===== src/include/cid_host_pkg.sv =====
// Constants shared by the caller-identity receiver sequencer
package cid_host_pkg;
	localparam int CLK_KHZ = 250000;
	localparam int CTL_WIDTH = 3;
	// Control input codes, decoded by the receiver
	localparam logic [2:0] CTL_POWER_DOWN = 3'h0;
	localparam logic [2:0] CTL_DEMOD = 3'h1;
	localparam logic [2:0] CTL_ALERT_HANDSET = 3'h2;
	localparam logic [2:0] CTL_ALERT_LINE = 3'h3;
	// Times in ms and the frame error count, as printed or chosen where none is printed
	localparam int RUN_LIMIT_MS = 150;
	localparam int FRAME_ERR_LIMIT = 5;
	localparam int CARRIER_DETECT_MS = 25;
	localparam int RX_TIMEOUT_MS = 500;
	localparam int WAIT_D_MS = 500;
	localparam int LOAD_HOLD_MIN_MS = 50;
	localparam int LOAD_HOLD_MAX_MS = 150;
	localparam int ABSENT_GUARD_MS = 15;
	// Cycle counts derived from the rate; 64-bit products avoid overflow
	localparam longint RUN_LIMIT_CYC = longint'(RUN_LIMIT_MS) * CLK_KHZ;
	localparam longint RX_TIMEOUT_CYC = longint'(RX_TIMEOUT_MS) * CLK_KHZ;
	localparam longint WAIT_D_CYC = longint'(WAIT_D_MS) * CLK_KHZ;
	localparam longint LOAD_HOLD_CYC = longint'(LOAD_HOLD_MIN_MS) * CLK_KHZ;
	localparam int TIMER_WIDTH = 32;
	localparam int FE_WIDTH = 3;
endpackage : cid_host_pkg


===== src/design/run_timer.sv =====
// Cycle timer with synchronous clear and expiry flag
`timescale 1ns/100ps
module run_timer #(
	parameter int WIDTH = 32
) (
	// Clock and reset
	input wire logic sys_clk,
	input wire logic rst_n,
	// Control
	input wire logic clear,
	input wire logic run,
	input wire logic [WIDTH-1:0] limit,
	// Status
	output logic expired
);
	logic [WIDTH-1:0] count;
	logic [WIDTH-1:0] next_count;

	// Saturates at the limit so a late clear never wraps into a false expiry
	always_comb begin
		next_count = count;
		if (clear) begin
			next_count = '0;
		end else if (run && (count < limit)) begin
			next_count = count + 1'b1;
		end
	end

	always_ff @(posedge sys_clk or negedge rst_n) begin
		if (!rst_n) begin
			count <= '0;
		end else begin
			count <= next_count;
		end
	end

	// Not gated by clear: the phase timer's caller derives its clear from this flag
	assign expired = (count >= limit);
endmodule : run_timer


===== src/design/caller_id_host_sequencer.sv =====
// Host sequencer driving a caller-identity receiver through its control pins
// Functional notes
// - Power down after carrier flag goes inactive
// - Time out when carrier never appears
// - Exit demod: carrier off, 5 errors, 150ms run
// - Off-hook: demod only after acknowledgement tone
// - No data: unmute handset, enable keypad
// - Demod off whenever data is not expected
// - Apply load right after tone flag rises
// - Remove loads 50-150ms after carrier ends
// - Apply terminations promptly after ring ends
// - Leave demod when carrier ends, loads later
// - Keep receiver off until ringing ends
`timescale 1ns/100ps
module caller_id_host_sequencer #(
	parameter int TIMER_WIDTH = cid_host_pkg::TIMER_WIDTH,
	parameter logic [TIMER_WIDTH-1:0] RUN_LIMIT =
		TIMER_WIDTH'(cid_host_pkg::RUN_LIMIT_CYC),
	parameter logic [TIMER_WIDTH-1:0] RX_TIMEOUT =
		TIMER_WIDTH'(cid_host_pkg::RX_TIMEOUT_CYC),
	parameter logic [TIMER_WIDTH-1:0] WAIT_D =
		TIMER_WIDTH'(cid_host_pkg::WAIT_D_CYC),
	parameter logic [TIMER_WIDTH-1:0] LOAD_HOLD =
		TIMER_WIDTH'(cid_host_pkg::LOAD_HOLD_CYC),
	parameter int FRAME_ERR_LIMIT = cid_host_pkg::FRAME_ERR_LIMIT
) (
	// Clock and reset
	input wire logic sys_clk,
	input wire logic rst_n,
	// User orders
	input wire logic onHookStart,
	input wire logic offHookWatch,
	input wire logic lineSideAlert,
	input wire logic displayServices,
	input wire logic ackDone,
	// Line and serial status from the user side
	input wire logic ringActive,
	input wire logic framingError,
	input wire logic serialData,
	// Receiver pins
	input wire logic carrier_present_n,
	input wire logic ready_or_tone_flag_n,
	output logic [cid_host_pkg::CTL_WIDTH-1:0] control_bits,
	// Line and handset controls
	output logic lineLoad,
	output logic handsetMute,
	output logic keypadEnable,
	output logic ackRequest,
	output logic ackDigitA,
	// Outcome
	output logic sessionDone,
	output logic attemptFailed,
	output logic busy
);
	typedef enum {
		ST_OFF,
		ST_RINGING,
		ST_ALERT_WATCH,
		ST_TONE_END,
		ST_ACK,
		ST_RX_WAIT,
		ST_RX_DATA,
		ST_LOAD_HOLD
	} state_t;

	state_t state;
	state_t next_state;
	logic [cid_host_pkg::CTL_WIDTH-1:0] next_control_bits;
	logic next_lineLoad;
	logic next_handsetMute;
	logic next_keypadEnable;
	logic next_ackRequest;
	logic next_ackDigitA;
	logic next_sessionDone;
	logic next_attemptFailed;
	logic [cid_host_pkg::FE_WIDTH-1:0] frameErrCount;
	logic [cid_host_pkg::FE_WIDTH-1:0] next_frameErrCount;
	logic lastData;
	logic lastToneFlag;
	logic phaseClear;
	logic phaseExpired;
	logic runClear;
	logic runExpired;
	logic [TIMER_WIDTH-1:0] phaseLimit;
	logic toneRise;

	localparam logic [cid_host_pkg::FE_WIDTH-1:0] FE_LAST =
		cid_host_pkg::FE_WIDTH'(FRAME_ERR_LIMIT - 1);
	localparam logic [cid_host_pkg::FE_WIDTH-1:0] FE_WIDTH_MAX =
		cid_host_pkg::FE_WIDTH'(FRAME_ERR_LIMIT);

	// Tone flag is active low; its rising edge marks tone end
	assign toneRise = ready_or_tone_flag_n && !lastToneFlag;

	// Phase timer restarts on every state change
	assign phaseClear = (next_state != state);
	// Must exceed the receiver's worst carrier delay
	assign phaseLimit = (state == ST_RX_WAIT) ?
		(displayServices ? RX_TIMEOUT : WAIT_D) : LOAD_HOLD;

	// Any bit change breaks a mark or space run
	assign runClear = (state != ST_RX_DATA) || (serialData != lastData);

	run_timer #(
		.WIDTH(TIMER_WIDTH)
	) phaseTimer (
		.sys_clk(sys_clk),
		.rst_n(rst_n),
		.clear(phaseClear),
		.run(1'b1),
		.limit(phaseLimit),
		.expired(phaseExpired)
	);

	run_timer #(
		.WIDTH(TIMER_WIDTH)
	) runTimer (
		.sys_clk(sys_clk),
		.rst_n(rst_n),
		.clear(runClear),
		.run(1'b1),
		.limit(RUN_LIMIT),
		.expired(runExpired)
	);

	always_comb begin
		next_state = state;
		next_control_bits = control_bits;
		next_lineLoad = lineLoad;
		next_handsetMute = handsetMute;
		next_keypadEnable = keypadEnable;
		next_ackRequest = 1'b0;
		next_ackDigitA = ackDigitA;
		next_sessionDone = 1'b0;
		next_attemptFailed = 1'b0;
		next_frameErrCount = frameErrCount;
		case (state)
			ST_OFF: begin
				next_control_bits = cid_host_pkg::CTL_POWER_DOWN;
				if (onHookStart) begin
					next_state = ST_RINGING;
				end else if (offHookWatch) begin
					next_state = ST_ALERT_WATCH;
					next_control_bits = lineSideAlert ?
						cid_host_pkg::CTL_ALERT_LINE :
						cid_host_pkg::CTL_ALERT_HANDSET;
				end
			end
			ST_RINGING: begin
				// Carrier flag is ignored here; ringing cannot raise it
				if (!ringActive) begin
					next_state = ST_RX_WAIT;
					next_lineLoad = 1'b1;
					next_control_bits = cid_host_pkg::CTL_DEMOD;
					next_frameErrCount = '0;
				end
			end
			ST_ALERT_WATCH: begin
				// Flag falls only after guard plus detect time
				if (!ready_or_tone_flag_n) begin
					next_state = ST_TONE_END;
					next_handsetMute = 1'b1;
					next_keypadEnable = 1'b0;
				end
			end
			ST_TONE_END: begin
				if (toneRise) begin
					next_state = ST_ACK;
					next_lineLoad = 1'b1;
					next_ackRequest = 1'b1;
					next_ackDigitA = displayServices;
					next_control_bits = cid_host_pkg::CTL_POWER_DOWN;
				end
			end
			ST_ACK: begin
				if (ackDone) begin
					next_state = ST_RX_WAIT;
					next_control_bits = cid_host_pkg::CTL_DEMOD;
					next_frameErrCount = '0;
				end
			end
			ST_RX_WAIT: begin
				if (!carrier_present_n) begin
					next_state = ST_RX_DATA;
				end else if (phaseExpired) begin
					next_state = ST_OFF;
					next_control_bits = cid_host_pkg::CTL_POWER_DOWN;
					next_lineLoad = 1'b0;
					next_handsetMute = 1'b0;
					next_keypadEnable = 1'b1;
					next_attemptFailed = 1'b1;
				end
			end
			ST_RX_DATA: begin
				if (framingError &&
					(frameErrCount < FE_WIDTH_MAX)) begin
					next_frameErrCount = frameErrCount + 1'b1;
				end
				if (carrier_present_n ||
					(framingError &&
					(frameErrCount == FE_LAST)) ||
					runExpired) begin
					next_state = ST_LOAD_HOLD;
					next_control_bits = cid_host_pkg::CTL_POWER_DOWN;
				end
			end
			ST_LOAD_HOLD: begin
				// Demod already off; loads drop when the hold window expires
				if (phaseExpired) begin
					next_state = ST_OFF;
					next_lineLoad = 1'b0;
					next_handsetMute = 1'b0;
					next_keypadEnable = 1'b1;
					next_sessionDone = 1'b1;
				end
			end
			default: begin
				next_state = ST_OFF;
				next_control_bits = cid_host_pkg::CTL_POWER_DOWN;
			end
		endcase
	end

	always_ff @(posedge sys_clk or negedge rst_n) begin
		if (!rst_n) begin
			state <= ST_OFF;
			control_bits <= cid_host_pkg::CTL_POWER_DOWN;
			lineLoad <= 1'b0;
			handsetMute <= 1'b0;
			keypadEnable <= 1'b1;
			ackRequest <= 1'b0;
			ackDigitA <= 1'b0;
			sessionDone <= 1'b0;
			attemptFailed <= 1'b0;
			busy <= 1'b0;
			frameErrCount <= '0;
			lastData <= 1'b1;
			lastToneFlag <= 1'b1;
		end else begin
			state <= next_state;
			control_bits <= next_control_bits;
			lineLoad <= next_lineLoad;
			handsetMute <= next_handsetMute;
			keypadEnable <= next_keypadEnable;
			ackRequest <= next_ackRequest;
			ackDigitA <= next_ackDigitA;
			sessionDone <= next_sessionDone;
			attemptFailed <= next_attemptFailed;
			busy <= (next_state != ST_OFF);
			frameErrCount <= next_frameErrCount;
			lastData <= serialData;
			lastToneFlag <= ready_or_tone_flag_n;
		end
	end
endmodule : caller_id_host_sequencer


===== config.mk =====
export PLATFORM = sky130hd
export DESIGN_NAME = caller_id_host_sequencer
export DESIGN_NICKNAME = d
export VERILOG_FILES = /design/src/include/cid_host_pkg.sv /design/src/design/run_timer.sv /design/src/design/caller_id_host_sequencer.sv
export SDC_FILE = /design/constraint.sdc
export NUM_CORES = 1
export LEC_CHECK = 0
export ABC_AREA = 0
export BUFFER_PORTS_ARGS = -buffer_cell sky130_fd_sc_hd__buf_2
export CORE_MARGIN = 4
export CORE_UTILIZATION = 55
export DETAILED_ROUTE_END_ITERATION = 6
export GPL_TIMING_DRIVEN = 0
export PLACE_DENSITY_LB_ADDON = 0.3
export SLEW_MARGIN = 30
export SYNTH_ARGS = -nofsm -noshare
export SYNTH_HDL_FRONTEND = slang
export SYNTH_HIERARCHICAL = 1
export SYNTH_SLANG_ARGS = --single-unit

===== constraint.sdc =====
create_clock -name sys_clk -period 6.1 [get_ports sys_clk]
set_input_delay 1.22 -clock sys_clk [delete_from_list [all_inputs] [get_ports sys_clk]]
set_output_delay 1.22 -clock sys_clk [all_outputs]
set_load 0.02 [all_outputs]

==> impl_metrics.ini <==
[sta]
slew_viol_final = 0
max-slew-margin-rel = 0.464
tns_ns = 0
layout_min_cycle_time_ns = 5.28
period_share = 0.866
fmax_mhz = 189
worst_slack_ns = 0.816
hold_violations = 0
rsz0062_at_grt = false
clock-skew-final_ns = 0.00862
tightestPinTransition_ns = 0.800
setup_viol_count_final = 0
whs_ns = 0.493

[place]
place_area_um2 = 7930
dpl.hpwl_um = 11800
portBuffers = 21
post-place-ws_ns = -0.345
place_congestion = 0.920

[synthesis]
syn-cell-area_um2 = 7250
synthArstFlopShare = 1.00
yosys.area.top_type = dfrtp_1
seq_area_frac_synth = 0.384
ys_seq_elements = 111
synth_area_leaders = dfrtp_1 (37%), ha_1 (12%), a21oi_1 (5.4%)
synth_top_flop_cell = dfrtp_1
avgSynthCellArea_um2 = 8.95
synth_cells = 810
ys_warn_count = 6
yosys.area.top_type_share = 0.373
synth_edf_count = 0
synth_cell_type_count = 66

[power]
p_int_mw = 1.10
powerDensity_nw_per_um2 = 176
ir_worst_vdd_mv = 0.201
seqPwrFrac = 0.515
switching_share = 0.243
combPwrFrac = 0.056
p_sw_mw = 0.354
leakage_nw = 3.71
clkPwrFrac = 0.429
p_total_mw = 1.46

[grt]
grt.total_usage = 0.231
grt_overflow = 0
antenna_found_initial = 0
grt_first_pass_wirelength_um = 28200
grt_pass1_vias = 5979
grt_max_degree = 87

[floorplan]
initial_core_util = 0.568
core-area_um2 = 12800
die_height_um = 123
die_area_um2 = 15100
io_pins = 23
die_x_um = 123
rows = 41

[final_layout]
final_area_um2 = 8270
regArea_um2 = 2780
multi_input_area_um2 = 4300
n_antenna_cell = 0
fill_cells = 1066
drive_gt1_frac = 0.0749
nets = 1010
area_growth_pct = 14.0

[worst_setup_path]
cp_max_fo = 19
endpoint_kind = flip-flop
worstSetupPathType = reg -> reg
critPathLaunchType = flip-flop
worst_ep_arrival_time_ns = 5.52
critPathRequiredTime_ns = 6.34

[min_path]
hp-class = reg -> reg

[routing]
drc = 0
drtAntennaViolNets = 0
drt_iter0_markers = 371
vias = 6270
routed_via_density = 5.66
wirelength_um = 16100
routedWlPerCell_um = 14.5
firstDrtPassIters = 5

[clocking]
cts-root-buf = clkbuf_16
clockBufferDepth = 2
clk_pin_slew_ns = 0.08
htree_levels = 3
cts.sinks = 111
cts_tree = yes
numCtsBuffers = 9
clk_latency_ns = 0.36
hold_buffers = 0

[run_status]
status = complete, no violations

[flow_run]
cap_viol_max_count = 0
registers in the layout, indices dropped and copies added, names as in the netlist:
register          cells
ackDigitA             1
ackRequest            1
attemptFailed         1
busy                  1
control_bits          2
frameErrCount         3
handsetMute           1
keypadEnable          1
lastData              1
lastToneFlag          1
lineLoad              1
phaseTimer/count     32
runTimer/count       32
sessionDone           1
state                32
worst max-delay path: stages (launching register included):
cell and delay (ns):
dfrtp_1 0.37, nor4_1 0.32, nand4_1 0.27, nor2_4 0.29, nand4b_1 0.20, inv_1 0.31
inv_1 0.09, ha_1 0.30, nand4_1 0.15, nor4_1 0.41, a21boi_1 0.24, o32a_1 0.33
buf_6 0.23, a311o_1 0.25, inv_1 0.10, o2111ai_1 0.08, o21ai_0 0.15, mux2_2 0.30
nand3_1 0.12, clkbuf_2 0.29, nor2_1 0.08, mux2_1 0.30
path summary, 6_finish.rpt:
path	start	cells after the start	slack, ns	to
worst min-delay path	handsetMute	2	0.49	handsetMute
worst min register to register	handsetMute	2	0.49	handsetMute
worst max-delay path	state[15]	21	0.82	phaseTimer/count[23]
min in group asynchronous	rst_n	1	0.70	phaseTimer/count[27]
max in group asynchronous	rst_n	2	4.71	lastData
worst max register to register	state[15]	21	0.82	phaseTimer/count[23]
cells in the final DEF, fill, tap and decap left out, types with 24 or more instances in the layout:
master / netlist / final
dfrtp_1: 108 / 108
conb_1: 2 / 89
inv_1: 80 / 80
a21oi_1: 78 / 78
ha_1: 68 / 68
nand2_1: 54 / 54
nor2_1: 41 / 41
or4_1: 37 / 37
o31ai_1: 35 / 35
nand4_1: 33 / 33
nand3_1: 33 / 33
buf_2: 4 / 24
clkbuf_1: 28 / 24
nor4_1: 24 / 24
nor2b_1: 24 / 24
kinds of logic (layout without fill, tap and decap cells):
kind of cell,Yosys count,in the layout,share of synthesized area
and+or+nand+nor,306,306,0.239
other,2,89,0.00104
muxes,18,18,0.0276
DFF,111,111,0.384
adders and majority gates,68,68,0.117
xor gates and xnor gates,3,3,0.00363
AOI/OAI and AO/OA,183,183,0.159
buffers and inverters,119,157,0.0685
cells in the mapped netlist (6+ instances only):
cell,count
dfrtp_1,108
inv_1,80
a21oi_1,78
ha_1,68
nand2_1,54
nor2_1,41
or4_1,37
o31ai_1,35
nand3_1,33
nand4_1,33
clkbuf_1,28
nor2b_1,24
nor4_1,24
o21ai_0,15
mux2_1,14
o21ai_1,13
and3_1,12
or3_1,11
nand2b_1,7
nor3_1,7
a21o_1,6
per-stage QoR:
stage / util / cells
after floorplan: - / 897
after global placement: 0.618 / 1090
after detailed placement: 0.621 / 1091
after CTS: 0.647 / 1108
after global routing: 0.647 / 1107
final: 0.647 / 1107
power groups by stage:
stage | clock network [mW] | logic (mW) | registers [mW]
4_1_cts | 0.633 | 0.0806 | 0.750
3_5_place_dp | 0 | 0.0800 | 0.765
2_1_floorplan | 0 | 0.0455 | 0.764
3_3_place_gp | 0 | 0.0758 | 0.765
5_1_grt | 0.667 | 0.0969 | 0.751
6_report | 0.625 | 0.0816 | 0.750
routing by layer:
metal  global-route usage  routed length (um)  vias to the layer above
met3               0.0304                 781                       22
met1                0.324                7480                     2962
met5                    0                   0                        -
met2                0.372                7540                      138
met4               0.0777                 260                        0
li1                     -                   -                     3148
layout make-up:
type / count / share of cell area
multi-input combinational: 667 / 0.521
sequential: 111 / 0.337
inverter: 80 / 0.0363
clock buffer: 10 / 0.0277
tap: 172 / 0.0260
buffer: 38 / 0.0239
timing repair buffer: 23 / 0.0182
clock inverter: 6 / 0.0107
what timing repair did:
item,4_1_cts,5_1_grt
gates cloned,0,0
resized for setup,0,9
endpoints found under the setup margin,27,30
setup buffers,1,0
No activity file was read; power rests on OpenSTA's default activity.
